File: src/common/mrb_pkg.sv
// package: constants, encodings and field layout of the mode register bank
// assumes: single clock domain, 20 MHz, commands decoded upstream into strobes
// Function
// RULE1: each register is read-only, write-only, or read-write; controller respects class
// RULE2: registers reached only through mode register read and write commands
// RULE3: controller writes zeros in reserved operand bits
// RULE4: reserved operand bits read back as zero
// RULE5: read of reserved or write-only register gives undefined data, strobe still toggles
// RULE6: controller never writes a reserved register address
// RULE7: write to a read-only register is discarded without effect
// RULE8: status bit 0 reads 1 while auto-init runs, 0 when complete
// RULE9: status bit 1 and bit 2 read zero
// RULE10: status bits 4:3 report impedance pin self-test result
// RULE11: self-test field updated when initial impedance calibration completes
// RULE12: pin tied to command/address supply makes self-test field read 01
// RULE13: fault 01 or 10 forces factory impedance and ignores later calibrations
// RULE14: burst length codes 010, 011, 100 give 4, 8, 16 beats
// RULE15: burst order bit 3: 0 sequential, 1 interleaved
// RULE16: wrap bit 4: 0 wrap, 1 no wrap, only with 4-beat bursts
// RULE17: write recovery codes 001 to 110 give 3 to 8 cycles, default 3
// RULE18: auto-precharge write waits programmed recovery count before internal precharge
// RULE19: addresses 20H and 28H return calibration patterns A and B
// RULE20: controller avoids vendor ranges and do-not-use addresses
// RULE21: auto-init completes within 10 us after a reset command
// RULE22: write-only fields hold last write, reset to defaults, never readable
// RULE23: each command carries an 8-bit address and, for writes, 8-bit operand
package mrb_pkg;
  localparam logic [7:0] ADDR_DEV_INFO   = 8'h00;
  localparam logic [7:0] ADDR_BURST_WR   = 8'h01;
  localparam logic [7:0] ADDR_LATENCY    = 8'h02;
  localparam logic [7:0] ADDR_DRIVE      = 8'h03;
  localparam logic [7:0] ADDR_REFRESH    = 8'h04;
  localparam logic [7:0] ADDR_MAKER      = 8'h05;
  localparam logic [7:0] ADDR_REV_ONE    = 8'h06;
  localparam logic [7:0] ADDR_REV_TWO    = 8'h07;
  localparam logic [7:0] ADDR_WIDTH_DENS = 8'h08;
  localparam logic [7:0] ADDR_TEST_CTL   = 8'h09;
  localparam logic [7:0] ADDR_CAL_CMD    = 8'h0A;
  localparam logic [7:0] ADDR_PARTIAL_ARRAY_REFRESH_MASK  = 8'h10;
  localparam logic [7:0] ADDR_PATTERN_A  = 8'h20;
  localparam logic [7:0] ADDR_PATTERN_B  = 8'h28;
  localparam logic [7:0] ADDR_RESET_CMD  = 8'h3F;

  localparam int BIT_AUTO_INIT  = 0;
  localparam int BIT_DEV_TYPE   = 1;
  localparam int BIT_INV_DATA   = 2;
  localparam int POS_SELFTEST   = 3;
  localparam int POS_BURST_LEN  = 0;
  localparam int POS_BURST_ORD  = 3;
  localparam int POS_BURST_WRAP = 4;
  localparam int POS_WR_CYCLES  = 5;

  localparam logic [2:0] BL_4  = 3'h2;
  localparam logic [2:0] BL_8  = 3'h3;
  localparam logic [2:0] BL_16 = 3'h4;
  localparam logic [2:0] WR_MIN_CODE = 3'h1;
  localparam logic [2:0] WR_MAX_CODE = 3'h6;
  localparam logic [3:0] WR_CODE_OFFSET = 4'h2;

  localparam logic [7:0] RST_BURST_WR = 8'h22;
  localparam logic [7:0] RST_LATENCY  = 8'h01;
  localparam logic [7:0] RST_DRIVE    = 8'h02;
  localparam logic [7:0] RST_ZERO     = 8'h00;
  localparam logic [7:0] MASK_DEV_INFO = 8'h1F;

  localparam logic [1:0] ST_NOT_RUN   = 2'h0;
  localparam logic [1:0] ST_PIN_HIGH  = 2'h1;
  localparam logic [1:0] ST_PIN_SHORT = 2'h2;
  localparam logic [1:0] ST_PIN_GOOD  = 2'h3;

  localparam logic [7:0] CAL_INIT_CODE = 8'hFF;

  localparam int CLK_HZ          = 20_000_000;
  localparam int AUTO_INIT_US    = 10;
  localparam int AUTO_INIT_CYC   = (AUTO_INIT_US * CLK_HZ) / 1_000_000;
  localparam int CAL_INIT_NS     = 1000;
  localparam int CAL_INIT_CYC    = (CAL_INIT_NS * (CLK_HZ / 1_000_000) + 999) / 1000;

  typedef enum logic [1:0] {MRB_IDLE, MRB_AUTO_INIT, MRB_CAL} mrb_phase_e;
endpackage

File: src/hw/mrb_bank.sv
// mode register bank: decodes register read/write strobes, holds config and status
// assumes: command decoder supplies one-cycle strobes with 8-bit address and operand
module mrb_bank #(
  parameter int AUTO_INIT_CYCLES = mrb_pkg::AUTO_INIT_CYC,
  parameter int CAL_CYCLES       = mrb_pkg::CAL_INIT_CYC,
  parameter logic [7:0] MAKER_ID   = 8'h5A, // arbitrary value
  parameter logic [7:0] REV_ONE_ID = 8'h01, // arbitrary value
  parameter logic [7:0] REV_TWO_ID = 8'h00, // arbitrary value
  parameter logic [7:0] WIDTH_DENS = 8'h14,
  parameter logic [7:0] PATTERN_A  = 8'h55,
  parameter logic [7:0] PATTERN_B  = 8'h3C
) (
  input  wire logic       CLK,
  input  wire logic       ARST_N,
  input  wire logic       MRR_STB,
  input  wire logic       MRW_STB,
  input  wire logic [7:0] REG_ADDR,
  input  wire logic [7:0] REG_OPERAND,
  input  wire logic [1:0] PIN_SELFTEST_RESULT,
  input  wire logic [2:0] REFRESH_RATE,
  input  wire logic       TEMP_UPDATE_FLAG,
  input  wire logic       WRITE_AP_DONE,
  output logic [7:0]      READ_DATA,
  output logic            READ_VALID,
  output logic            DATA_STROBE_TOGGLE,
  output logic            AUTO_INIT_BUSY,
  output logic [2:0]      BURST_LENGTH,
  output logic            BURST_ORDER,
  output logic            BURST_WRAP_SELECT,
  output logic [3:0]      WRITE_RECOVERY_CYCLES,
  output logic [7:0]      LATENCY_CODE,
  output logic [3:0]      DRIVE_CODE,
  output logic            FACTORY_IMPEDANCE,
  output logic            INTERNAL_PRECHARGE,
  output logic [7:0]      PARTIAL_ARRAY_REFRESH_MASK,
  output logic [7:0]      TEST_CONTROL
);

  typedef struct packed {
    mrb_pkg::mrb_phase_e phase;
    logic [15:0] timer;
    logic [1:0]  selftest;
    logic        factory;
    logic [7:0]  burst_wr;
    logic [7:0]  latency;
    logic [7:0]  drive;
    logic [7:0]  partial_array_refresh;
    logic [7:0]  test;
    logic [7:0]  rdata;
    logic        rvalid;
    logic        dqs;
    logic        wr_pending;
    logic [3:0]  wr_count;
    logic        precharge;
    logic        busy;
    logic [3:0]  wr_cyc;
  } mrb_state_s;

  mrb_state_s st_reg;
  mrb_state_s st_next;

  ////////////////////////////////////////////////////////////////////////////
  // read mux

  logic [7:0] rd_mux;
  logic [3:0] wr_cycles;

  assign wr_cycles = st_reg.wr_cyc; // RULE17

  always_comb begin
    case (REG_ADDR)
      mrb_pkg::ADDR_DEV_INFO: begin
        // type and invalid-data bits tied low, upper bits forced zero
        rd_mux = {3'h0, st_reg.selftest, 1'b0, 1'b0,
                  st_reg.phase == mrb_pkg::MRB_AUTO_INIT}; // RULE4 RULE8 RULE9 RULE10
      end
      mrb_pkg::ADDR_REFRESH:    rd_mux = {TEMP_UPDATE_FLAG, 4'h0, REFRESH_RATE}; // RULE4
      mrb_pkg::ADDR_MAKER:      rd_mux = MAKER_ID;
      mrb_pkg::ADDR_REV_ONE:    rd_mux = REV_ONE_ID;
      mrb_pkg::ADDR_REV_TWO:    rd_mux = REV_TWO_ID;
      mrb_pkg::ADDR_WIDTH_DENS: rd_mux = WIDTH_DENS;
      mrb_pkg::ADDR_PATTERN_A:  rd_mux = PATTERN_A; // RULE19
      mrb_pkg::ADDR_PATTERN_B:  rd_mux = PATTERN_B; // RULE19
      // write-only and reserved: undefined data, chosen as zero
      default:                  rd_mux = 8'h00; // RULE5 RULE22
    endcase
  end

  ////////////////////////////////////////////////////////////////////////////
  // next state

  logic is_ro_addr;
  assign is_ro_addr = (REG_ADDR == mrb_pkg::ADDR_DEV_INFO) ||
                      (REG_ADDR == mrb_pkg::ADDR_REFRESH)  ||
                      (REG_ADDR == mrb_pkg::ADDR_MAKER)    ||
                      (REG_ADDR == mrb_pkg::ADDR_REV_ONE)  ||
                      (REG_ADDR == mrb_pkg::ADDR_REV_TWO)  ||
                      (REG_ADDR == mrb_pkg::ADDR_WIDTH_DENS) ||
                      (REG_ADDR == mrb_pkg::ADDR_PATTERN_A) ||
                      (REG_ADDR == mrb_pkg::ADDR_PATTERN_B);

  always_comb begin
    st_next = st_reg;
    st_next.rvalid = 1'b0;
    st_next.precharge = 1'b0;

    // every read answers and toggles the strobe, whatever the class
    if (MRR_STB) begin
      st_next.rdata  = rd_mux; // RULE1 RULE23
      st_next.rvalid = 1'b1;
      st_next.dqs    = ~st_reg.dqs; // RULE5
    end

    case (st_reg.phase)
      mrb_pkg::MRB_AUTO_INIT: begin
        if (st_reg.timer == 16'h0000) begin
          st_next.phase = mrb_pkg::MRB_IDLE; // RULE21
        end else begin
          st_next.timer = st_reg.timer - 16'h0001;
        end
      end
      mrb_pkg::MRB_CAL: begin
        if (st_reg.timer == 16'h0000) begin
          st_next.phase    = mrb_pkg::MRB_IDLE;
          st_next.selftest = PIN_SELFTEST_RESULT; // RULE11 RULE12
          st_next.factory  = (PIN_SELFTEST_RESULT == mrb_pkg::ST_PIN_HIGH) ||
                             (PIN_SELFTEST_RESULT == mrb_pkg::ST_PIN_SHORT); // RULE13
        end else begin
          st_next.timer = st_reg.timer - 16'h0001;
        end
      end
      default: st_next.phase = mrb_pkg::MRB_IDLE;
    endcase

    // read-only targets are blocked by is_ro_addr before the decode
    if (MRW_STB && !is_ro_addr) begin // RULE7
      case (REG_ADDR)
        mrb_pkg::ADDR_BURST_WR:  st_next.burst_wr = REG_OPERAND; // RULE14 RULE15 RULE16
        mrb_pkg::ADDR_LATENCY:   st_next.latency  = REG_OPERAND;
        mrb_pkg::ADDR_DRIVE:     st_next.drive    = REG_OPERAND;
        mrb_pkg::ADDR_TEST_CTL:  st_next.test     = REG_OPERAND;
        mrb_pkg::ADDR_PARTIAL_ARRAY_REFRESH_MASK: st_next.partial_array_refresh     = REG_OPERAND;
        mrb_pkg::ADDR_CAL_CMD: begin
          // faulted pin: calibration commands dropped until a reset command clears factory
          if (!st_reg.factory && REG_OPERAND == mrb_pkg::CAL_INIT_CODE &&
              st_reg.phase == mrb_pkg::MRB_IDLE) begin // RULE13
            st_next.phase = mrb_pkg::MRB_CAL;
            st_next.timer = 16'(CAL_CYCLES - 1);
          end
        end
        mrb_pkg::ADDR_RESET_CMD: begin
          st_next.phase    = mrb_pkg::MRB_AUTO_INIT; // RULE21 RULE22
          st_next.timer    = 16'(AUTO_INIT_CYCLES - 1);
          st_next.burst_wr = mrb_pkg::RST_BURST_WR;
          st_next.latency  = mrb_pkg::RST_LATENCY;
          st_next.drive    = mrb_pkg::RST_DRIVE;
          st_next.partial_array_refresh     = mrb_pkg::RST_ZERO;
          st_next.test     = mrb_pkg::RST_ZERO;
          st_next.selftest = mrb_pkg::ST_NOT_RUN;
          st_next.factory  = 1'b0;
        end
        default: ; // reserved addresses: controller must not write them
      endcase
    end

    // auto-precharge write: count the programmed recovery cycles
    if (st_reg.wr_pending) begin
      if (st_reg.wr_count <= 4'h1) begin
        st_next.wr_pending = 1'b0;
        st_next.precharge  = 1'b1; // RULE18
      end else begin
        st_next.wr_count = st_reg.wr_count - 4'h1;
      end
    end else if (WRITE_AP_DONE) begin
      // load takes a cycle itself, so start one short to land on cycle N
      st_next.wr_pending = 1'b1;
      st_next.wr_count   = wr_cycles - 4'h1; // RULE18
    end

    // registered copies so these outputs leave straight from flops
    st_next.busy   = st_next.phase == mrb_pkg::MRB_AUTO_INIT;
    st_next.wr_cyc = {1'b0, st_next.burst_wr[7:5]} + mrb_pkg::WR_CODE_OFFSET; // RULE17
  end

  always_ff @(posedge CLK or negedge ARST_N) begin
    if (!ARST_N) begin
      st_reg <= '{phase: mrb_pkg::MRB_AUTO_INIT,
                  timer: 16'(AUTO_INIT_CYCLES - 1),
                  selftest: mrb_pkg::ST_NOT_RUN,
                  factory: 1'b0,
                  burst_wr: mrb_pkg::RST_BURST_WR,
                  latency: mrb_pkg::RST_LATENCY,
                  drive: mrb_pkg::RST_DRIVE,
                  partial_array_refresh: mrb_pkg::RST_ZERO,
                  test: mrb_pkg::RST_ZERO,
                  rdata: 8'h00,
                  rvalid: 1'b0,
                  dqs: 1'b0,
                  wr_pending: 1'b0,
                  wr_count: 4'h0,
                  precharge: 1'b0,
                  busy: 1'b1,
                  wr_cyc: {1'b0, mrb_pkg::RST_BURST_WR[7:5]} + mrb_pkg::WR_CODE_OFFSET};
    end else begin
      st_reg <= st_next;
    end
  end

  ////////////////////////////////////////////////////////////////////////////
  // outputs, all flops

  assign READ_DATA             = st_reg.rdata;
  assign READ_VALID            = st_reg.rvalid;
  assign DATA_STROBE_TOGGLE    = st_reg.dqs;
  assign AUTO_INIT_BUSY        = st_reg.busy;
  assign BURST_LENGTH          = st_reg.burst_wr[2:0];
  assign BURST_ORDER           = st_reg.burst_wr[3];
  assign BURST_WRAP_SELECT     = st_reg.burst_wr[4];
  assign WRITE_RECOVERY_CYCLES = wr_cycles;
  assign LATENCY_CODE          = st_reg.latency;
  assign DRIVE_CODE            = st_reg.drive[3:0];
  assign FACTORY_IMPEDANCE     = st_reg.factory;
  assign INTERNAL_PRECHARGE    = st_reg.precharge;
  assign PARTIAL_ARRAY_REFRESH_MASK             = st_reg.partial_array_refresh;
  assign TEST_CONTROL          = st_reg.test;

  ////////////////////////////////////////////////////////////////////////////
  // checks

  chk_ro_write_ignored: assert property (@(posedge CLK) disable iff (!ARST_N)
    MRW_STB && REG_ADDR == mrb_pkg::ADDR_DEV_INFO && !MRR_STB &&
    st_reg.phase == mrb_pkg::MRB_IDLE && !WRITE_AP_DONE && !st_reg.wr_pending
    |=> $stable(st_reg.burst_wr) && $stable(st_reg.selftest)) // RULE7
    else $error("write to read-only register changed state");

  chk_read_strobe_toggle: assert property (@(posedge CLK) disable iff (!ARST_N)
    MRR_STB |=> READ_VALID && DATA_STROBE_TOGGLE != $past(DATA_STROBE_TOGGLE)) // RULE5
    else $error("read did not toggle strobe");

  chk_devinfo_zero_bits: assert property (@(posedge CLK) disable iff (!ARST_N)
    MRR_STB && REG_ADDR == mrb_pkg::ADDR_DEV_INFO
    |=> (READ_DATA & ~mrb_pkg::MASK_DEV_INFO) == 8'h00 && READ_DATA[2:1] == 2'h0) // RULE4
    else $error("reserved or fixed device-info bits not zero");

  chk_auto_init_bit: assert property (@(posedge CLK) disable iff (!ARST_N)
    MRR_STB && REG_ADDR == mrb_pkg::ADDR_DEV_INFO
    |=> READ_DATA[0] == $past(AUTO_INIT_BUSY)) // RULE8
    else $error("auto-init bit mismatch");

  chk_reset_cmd_init: assert property (@(posedge CLK) disable iff (!ARST_N)
    MRW_STB && REG_ADDR == mrb_pkg::ADDR_RESET_CMD
    |=> AUTO_INIT_BUSY && BURST_LENGTH == mrb_pkg::BL_4 &&
        WRITE_RECOVERY_CYCLES == 4'h3) // RULE21
    else $error("reset command did not restart auto-init with defaults");

  chk_auto_init_bound: assert property (@(posedge CLK) disable iff (!ARST_N)
    $rose(AUTO_INIT_BUSY) |-> ##[1:200] !AUTO_INIT_BUSY) // RULE21
    else $error("auto-init exceeded its bound");

  chk_fault_ignores_cal: assert property (@(posedge CLK) disable iff (!ARST_N)
    FACTORY_IMPEDANCE && MRW_STB && REG_ADDR == mrb_pkg::ADDR_CAL_CMD
    |=> st_reg.phase != mrb_pkg::MRB_CAL) // RULE13
    else $error("calibration accepted after pin fault");

  chk_selftest_update: assert property (@(posedge CLK) disable iff (!ARST_N)
    st_reg.phase == mrb_pkg::MRB_CAL && st_reg.timer == 16'h0000 &&
    !(MRW_STB && REG_ADDR == mrb_pkg::ADDR_RESET_CMD)
    |=> st_reg.selftest == $past(PIN_SELFTEST_RESULT)) // RULE11
    else $error("self-test field not updated at calibration end");

  chk_burst_fields: assert property (@(posedge CLK) disable iff (!ARST_N)
    MRW_STB && REG_ADDR == mrb_pkg::ADDR_BURST_WR
    |=> BURST_LENGTH == $past(REG_OPERAND[2:0]) &&
        BURST_WRAP_SELECT == $past(REG_OPERAND[4])) // RULE14 RULE16
    else $error("burst config not written");

  chk_precharge_delay: assert property (@(posedge CLK) disable iff (!ARST_N)
    WRITE_AP_DONE && !st_reg.wr_pending && wr_cycles == 4'h3
    |=> !INTERNAL_PRECHARGE ##1 !INTERNAL_PRECHARGE ##1 INTERNAL_PRECHARGE) // RULE18
    else $error("precharge not after programmed recovery");

  cov_reset_cmd: cover property (@(posedge CLK) disable iff (!ARST_N)
    MRW_STB && REG_ADDR == mrb_pkg::ADDR_RESET_CMD);
  cov_cal_fault: cover property (@(posedge CLK) disable iff (!ARST_N)
    $rose(FACTORY_IMPEDANCE));
  cov_pattern_read: cover property (@(posedge CLK) disable iff (!ARST_N)
    MRR_STB && REG_ADDR == mrb_pkg::ADDR_PATTERN_B);
  cov_precharge: cover property (@(posedge CLK) disable iff (!ARST_N)
    INTERNAL_PRECHARGE);

endmodule

File: config.mk
export PLATFORM = sky130hd
export DESIGN_NAME = mrb_bank
export DESIGN_NICKNAME = d
export VERILOG_FILES = /design/src/common/mrb_pkg.sv /design/src/hw/mrb_bank.sv
export SDC_FILE = /design/constraint.sdc
export NUM_CORES = 1
export LEC_CHECK = 0
export BUFFER_PORTS_ARGS = -buffer_cell sky130_fd_sc_hd__buf_2
export CAP_MARGIN = 20
export CORE_MARGIN = 5
export CORE_UTILIZATION = 45
export CTS_CLUSTER_DIAMETER = 200
export DETAILED_ROUTE_END_ITERATION = 10
export GPL_TIMING_DRIVEN = 0
export PLACE_DENSITY = 0.63
export SYNTH_ARGS = -nofsm -noshare
export SYNTH_HDL_FRONTEND = slang
export SYNTH_SLANG_ARGS = --single-unit
File: constraint.sdc
create_clock -name CLK -period 2.3 [get_ports CLK]
set_input_delay 0.23 -clock CLK [delete_from_list [all_inputs] [get_ports CLK]]
set_output_delay 0.23 -clock CLK [all_outputs]
set_load 0.03 [all_outputs]
== After elaboration in Yosys (flattened, before gate mapping) ==
Cells that the tools add are included.

* Register bits: 82
* Latch bits: 0
* RAM bits: 0
* ROM bits: 0
* Input port bits: 27
* Output and inout port bits: 50
* Memories: 0

* Add/sub/neg operators: 4
* $mul: 0
* Divide/modulo/power cells: 0
* Magnitude comparators: 1
* Equality and inequality tests: 21
* Shifts and indexed selects: 0
* Multiplexer cells: 23
* Bitwise operators: 1
* Reductions and logical operators: 29

{| class="wikitable"
|+ Operators by type and width
! kind !! count
|-
| $pmux 8 s2 || 5
|-
| $mux 61 || 1
|-
| $pmux 8 s7 || 1
|-
| $pmux 18 s2 || 1
|-
| $eq 8x3->1 const B || 4
|-
| $mux 16 || 2
|-
| $eq 8x4->1 const B || 3
|-
| $eq 8x6->1 const B || 3
|-
| $mux 18 || 1
|-
| $eq 8x2->1 const B || 2
|-
| $logic_not 16->1 || 1
|-
| $sub 16x1->16 const B || 1
|-
| $reduce_and 2->1 || 6
|-
| $reduce_bool 2->1 || 6
|-
| $mux 5 || 2
|-
| $mux 3 || 3
|-
| $eq 8x1->1 const B || 1
|-
| $eq 8x5->1 const B || 1
|-
| $eq 8x8->1 const B || 1
|-
| $logic_not 8->1 || 1
|-
| $logic_or 1x1->1 || 8
|-
| $sub 4x1->4 const B || 2
|-
| $eq 2x1->1 const B || 3
|-
| $mux 2 || 3
|-
| 11 further kinds || 17
|}

== Longest topological paths before layout ==
Gate-level depths: netlist of the first run.

* Word-level depth: 12
* Depth in mapped cells: 9
* Depth with buffers taken out: 7

== Least setup slack after synthesis of the first run ==
No wires, ideal clock.

* Path kind: register -> register
* Start point: reg st_reg[80] in the netlist's numbering
* End point: reg st_reg[75] in the netlist's numbering
* Arrival: 1.937 ns
* Data required time: 2.179 ns
* Slack: 0.242 ns
* Cell stages (with the launch flop): 8
* Period minus slack after synthesis: 2.058 ns
* Path through: dfstp_2 -> inv_1 -> ha_1 -> nor3b_2 -> nand3_1 -> nor4b_1 -> xnor2_1 -> nor2_1

{| class="wikitable"
|+ RTL lines
! what !! RTL line !! source
|-
| from (decl) || mrb_bank.sv:59 || <nowiki>mrb_state_s st_reg;</nowiki>
|-
| from (signal assigned) || mrb_bank.sv:187 || <nowiki>st_reg <= '{phase: mrb_pkg::MRB_AUTO_INIT,</nowiki>
|-
| from (signal assigned) || mrb_bank.sv:205 || <nowiki>st_reg <= st_next;</nowiki>
|}

==> results.md, run 1 <==
* Result of the run: finished clean
* Core region area at 9110 sq um
* Top cell type's share of synthesized area at 0.393
* Share of cells above drive strength 1 at 0.364
* Number of antenna violations at the first check in global routing at 0
* Warnings from Yosys at 0
* Worst Reg-to-Reg Cells at 8
* Die width at 106 microns
* Share of synthesized flip-flops with an asynchronous set or reset at 1.00
* Met1 layer usage reported by global route at 0.232
* Total clock buffers created by CTS at 9
* Post-synth top cells: dfrtp_1, buf_4, nor2_1
* Critical Path Start Type: register
* HP Class: input pin to register
* Final worst clock skew at 0.00489 ns
* Via total after detailed routing at 3,239
* Most common cell in the netlist: dfrtp_1
* Distinct cell type count of the synthesized netlist at 56
* Worst setup path category: register to register
* Startpoint of the worst-slack reg-to-reg timing path: st_reg[80]$_DFF_PN1_
* Setup Viol. Count Final at 0
* Number of standard-cell rows in the floorplan at 35
* Count of filler cells inserted in the layout at 874
* Critical path cell sequence: inv_1, ha_1, nor3b_4, buf_4, nand4b_1, nor4b_2, xnor2_1, nor2_1
* Register-to-register path setup slack at 0.12 ns
* Maximum clock path buffer count at 2
* Crit. path cell count at 8
* Global-route layer with the greatest usage: met2
* Final wirelength at 9610 microns
* Static leakage at 2.35 nW
* Placed wire-length estimate after detailed placement at 6980 microns
* Post-route insts no fill at 605
* Pwr dens at 670 nW/um^2
* I/O pin total at 77
* Total gr overflow at 0
* Pin count of the biggest net entering global routing at 52
* Crit path time final at 2.18 ns
* Diode insertion count for antenna repair at 0
* Global routing usage on met3 at 0.0441
* Source of the critical timing path: st_reg[80]$_DFF_PN1_
* Met2 Usage GRT at 0.281
* Final Slew Violations at 0
* Max reg flops at 27
* Clock input transition at the sequential cells of the worst setup and hold paths at 0.08 ns
* Sequential fraction of the synthesis area at 0.469
* Fmax at 458 MHz
* Area of the mapped netlist at 4140 sq um
* DRC violations left at 0
* Syn_area_per_cell at 10.3 sq um
* Clock Sinks at 77
* CTS Root Cell: clkbuf_8
* R2r endpoint: st_reg[78]$_DFF_PN0_
* Count of buffering cells on the critical path with inverters included at 2
* Category of cells accounting for the largest share of critical-path delay: simple AND/OR/NAND/NOR gates
* Count of flip-flops with a built-in enable after synthesis at 0
* Insertion delay of the later-clocked pin in the worst-skew pair at 0.34 ns
* DIE HEIGHT at 106 microns
* Critical Path RT at 2.53 ns
* Routability Congestion at 0.827
* Input/output buffers at 72
* Multi-input gate area at 1710 sq um
* CP Max Fanout at 6
* Hold violation count in the final report at 0
* Most used DFF post-synth: dfrtp_1
* Syn_nets at 435
* Area growth from synthesis to final layout at 19.5%
* Worst vdd ir at 271 uV
* Number of register bits inferred by synthesis at 77
* Drt pass-1 iters at 4
* Max incr delay on CP at 0.54 ns
* Most area-consuming cells after synthesis: dfrtp_1, buf_4, dfstp_2, a32o_1, nor2_1
* Sequential standard cell area at 1940 sq um
* Starting Density at 0.454
* Type of element capturing the critical path: register
* Die area at 11,200 sq um
* Synthesized instance count at 400
* Capturing instance or port of the critical path: st_reg[78]$_DFF_PN0_
* Arrival time at the worst endpoint at 2.41 ns
* Number of cells in the design after placement at 584
* Total global-route track usage at 0.174
* Maximum capacitance violations at 0
* CP max-delay cell: dfstp_2
* Antenna-violating nets left at 0
* PnR Total Power at 3.31 mW
* Worst Max-Slew Pin Slew at 0.851 ns
* Relative max-transition margin at 0.427
* Post-layout nets at 524
* Via density per instance at 5.35
* Yosys top cell by area: dfrtp_1
* 1st-iter DRT viols at 160
* CTS tree: built
* Vias in the first global route at 3,146
* Period Utilization, post-route at 0.949
* Wirelength per Cell at 15.9 microns
* Total number of H-tree levels at 3
* Global-route wire length before repair at 15,700 microns
[worst reg2reg max path: cells and delay by family, from the launching register on]
kind | cells | cell delay [ns]
and+or+nand+nor | 4 | 0.76
buffers and inverters | 2 | 0.23
DFF | 1 | 0.54
adders and majority gates | 1 | 0.39
xor gates and xnor gates | 1 | 0.16
[through the flow]
stage | setup WS (ns) | area [sq um] | hold WS, ns | setup TNS [ns] | util
after floorplan | 0.242 | 4140 | -0.0656 | 0 | -
after global placement | -0.0641 | 4640 | 0.354 | -0.0641 | 0.509
after detailed placement | -0.0731 | 4670 | 0.177 | -0.0731 | 0.512
after CTS | 0.0138 | 4890 | 0.119 | 0 | 0.537
after global routing | -0.000282 | 4940 | 0.136 | -0.000282 | 0.543
final | 0.118 | 4940 | 0.135 | 0 | 0.543
[how the worst min path moves through the flow]
stage          slack [ns]  depth (start not counted)              from                     endpoint
2_1_floorplan       -0.07                          0            ARST_N  BURST_LENGTH[0]$_DFFE_PN0P_
6_report             0.13                          3  TEMP_UPDATE_FLAG     READ_DATA[7]$_DFFE_PN0P_
5_1_grt              0.14                          3  TEMP_UPDATE_FLAG     READ_DATA[7]$_DFFE_PN0P_
4_1_cts              0.12                          3  TEMP_UPDATE_FLAG     READ_DATA[7]$_DFFE_PN0P_
3_3_place_gp         0.35                          1           MRR_STB         READ_VALID$_DFF_PN0_
3_5_place_dp         0.18                          1            ARST_N        st_reg[8]$_DFFE_PN0P_
[logic make-up after synthesis]
family,count (synthesis),synth area share
mux,5,0.0121
compound gates,82,0.159
simple gates,122,0.170
xor+xnor,19,0.0402
fa+ha+maj,8,0.0242
buf+inv,87,0.126
flops,77,0.469
[repair_timing]
item                                    4_1_cts  5_1_grt
gates resized for setup                       1        4
hold buffers                                  2        0
endpoints found under the setup margin        2        8
pin swaps                                     0        0
setup buffers                                 0        3
hold endpoints to repair                     25        0
[routing by layer]
metal / vias up / wire length (microns) / part of all wire
met5: - / 0 / 0
met4: 0 / 98 / 0.010
met3: 11 / 442 / 0.046
met2: 75 / 4720 / 0.49
met1: 1585 / 4350 / 0.45
li1: 1568 / - / -
[layout make-up]
type                            instances  share of cell area
Tap cell                              111              0.0281
Clock buffer                           12              0.0314
Buffer                                 65              0.0883
Multi-Input combinational cell        236               0.345
Timing Repair Buffer                   78              0.0876
Sequential cell                        77               0.393
Inverter                               22              0.0167
Clock inverter                          4             0.00962
[placed cells by master (no fill, tap or decap), drive strengths merged, types with 6 or more instances in the layout]
cell type  count
xor2           9
nor2          32
inv           22
clkbuf        22
nor3          11
dfstp         12
o21ai         17
nor4          10
nand4          8
a21oi          8
nand3         14
ha             8
xnor2         10
buf          131
nand2         15
a32o          23
dfrtp         65
nor4b          6
a22o           8
[power breakdown]
part | total, mW | internal (mW) | leakage (nW) | switching [mW]
Combinational | 0.699 | 0.288 | 1.29 | 0.411
Clock | 1.05 | 0.558 | 0.102 | 0.487
Sequential | 1.57 | 1.48 | 0.958 | 0.0909
Total | 3.31 | 2.32 | 2.35 | 0.989
Power figures use the tool's default switching activity.
==> inputs of run 2 (changes only) <==
PLACE_DENSITY = 0.68   (was 0.63)
==> run 2 against run 1 <==
Wire length fell by 1.8%. Highest routed layer unchanged. Largest power group unchanged. Fmax fell by 0.97%. Critical path type unchanged. Flip-flop and latch count did not move.
==> results.md, run 2 (synthesized netlist as in run 1, its figures left out) <==
* Result of the run: finished clean
* Via density per instance at 5.39
* Number of standard-cell rows in the floorplan at 35
* Hold violation count in the final report at 0
* Final Util at 0.544
* Post-layout nets at 525
* DRC violations left at 0
* Placed wire-length estimate after detailed placement at 6930 microns
* Input/output buffers at 72
* CTS tree: built
* Worst Setup Slack post-DPL at -0.0331 ns
* Clock input transition at the sequential cells of the worst setup and hold paths at 0.09 ns
* DIE HEIGHT at 106 microns
* Drt pass-1 iters at 4
* Total gr overflow at 0
* Global-route wire length before repair at 16,100 microns
* Max reg flops at 27
* Routability Congestion at 0.818
* Total number of H-tree levels at 3
* Diode insertion count for antenna repair at 0
* Type of element capturing the critical path: register
* Crit path time final at 2.20 ns
* Setup Viol. Count Final at 0
* Starting Density at 0.454
* Final wirelength at 9440 microns
* Most frequent standard cell in the layout excluding fill and tap cells: buf_2
* Maximum capacitance violations at 0
* Final Slew Violations at 0
* Area growth from synthesis to final layout at 19.8%
* Share of cells above drive strength 1 at 0.366
* CP Max Fanout at 6
* I/O pin total at 77
* Antenna-violating nets left at 0
* Core region area at 9110 sq um
* Number of antenna violations at the first check in global routing at 0
* Setup ws final at 0.0962 ns
* Static leakage at 2.35 nW
* Fmax at 454 MHz
* Critical Path RT at 2.54 ns
* 1st-iter DRT viols at 128
* Final worst clock skew at 0.0114 ns
* Period Utilization, post-route at 0.958
* Insertion delay of the later-clocked pin in the worst-skew pair at 0.36 ns
* Worst setup path category: register to register
* Die width at 106 microns
* Pin count of the biggest net entering global routing at 53
* CTS Root Cell: clkbuf_8
* Worst Max-Slew Pin Slew at 0.769 ns
* Via total after detailed routing at 3,267
* Pwr dens at 675 nW/um^2
* Commonest cells after routing, fill and taps aside: buf_2, dfrtp_1, buf_4, nor2_1, a32o_1
* Wirelength per Cell at 15.6 microns
* Vias in the first global route at 3,253
* Arrival time at the worst endpoint at 2.45 ns
* Die area at 11,200 sq um
* HP Class: input pin to register
* Worst vdd ir at 325 uV
* Clock Sinks at 77
* Critical Path Start Type: register
* Relative max-transition margin at 0.483
* Total global-route track usage at 0.178
* Total clock buffers created by CTS at 9
* Maximum clock path buffer count at 2
[run 2: path summary, 6_finish.rpt]
kind                                                     start                              to  slack [ns]  cells after the start
worst min-delay path                          TEMP_UPDATE_FLAG        READ_DATA[7]$_DFFE_PN0P_        0.12                      3
worst max-delay path                      st_reg[80]$_DFF_PN1_            st_reg[75]$_DFF_PN0_         0.1                      7
min in group asynchronous                               ARST_N           st_reg[8]$_DFFE_PN0P_        0.32                      2
worst min register to register  DATA_STROBE_TOGGLE$_DFFE_PN0P_  DATA_STROBE_TOGGLE$_DFFE_PN0P_        0.47                      1
worst max register to register            st_reg[80]$_DFF_PN1_            st_reg[75]$_DFF_PN0_         0.1                      7
max in group asynchronous                               ARST_N        AUTO_INIT_BUSY$_DFF_PN1_        1.35                      3
[run 2: what timing repair did]
item / CTS / global route
setup endpoints to repair: 2 / 8
hold buffers: 2 / 0
gates resized for setup: 1 / 5
hold endpoints to repair: 25 / 0
setup buffers: 0 / 4
[run 2: critical path, cell delays in order (launching register included)]
cell and delay (ns):
dfstp_2 0.55, inv_1 0.07, ha_1 0.38, nor3b_4 0.29, nand3_1 0.26, nor4b_2 0.32
xnor2_1 0.15, nor2_1 0.05
[run 2: cell type report]
| type | count | area [sq um] |
|---|---|---|
| well taps | 111 | 139 |
| flip-flops and latches | 77 | 1940 |
| fillers | 859 | 4150 |
| inverters | 22 | 82.6 |
| clock buffers | 9 | 124 |
| plain buffers | 65 | 437 |
| clock inverters | 7 | 82.6 |
| multi-input cells | 236 | 1710 |
| repair buffers | 79 | 440 |
[run 2: stage by stage]
| stage | instances | setup TNS (ns) | instance area (sq um) | hold slack [ns] | power, mW |
|---|---|---|---|---|---|
| 6_report | 606 | 0 | 4960 | 0.125 | 3.35 |
| 3_5_place_dp | 584 | -0.0331 | 4670 | 0.175 | 2.28 |
| 2_1_floorplan | 400 | 0 | 4140 | -0.0656 | 2.08 |
| 5_1_grt | 606 | -0.00250 | 4960 | 0.129 | 3.53 |
| 3_3_place_gp | 583 | -0.0143 | 4640 | 0.352 | 2.26 |
| 4_1_cts | 602 | 0 | 4900 | 0.110 | 3.37 |
[run 2: layer usage]
metal | share of wire | track usage | wire length [microns] | vias to the layer above
met5 | 0 | 0 | 0 | -
met4 | 0.015 | 0.0500 | 146 | 0
met3 | 0.048 | 0.0514 | 457 | 13
met2 | 0.49 | 0.290 | 4620 | 73
met1 | 0.45 | 0.230 | 4220 | 1605
li1 | - | - | - | 1576
[run 2: where the power goes]
group | internal [mW] | switching [mW] | total (mW)
Sequential | 1.48 | 0.0919 | 1.57
Combinational | 0.288 | 0.406 | 0.694
Clock | 0.518 | 0.565 | 1.08
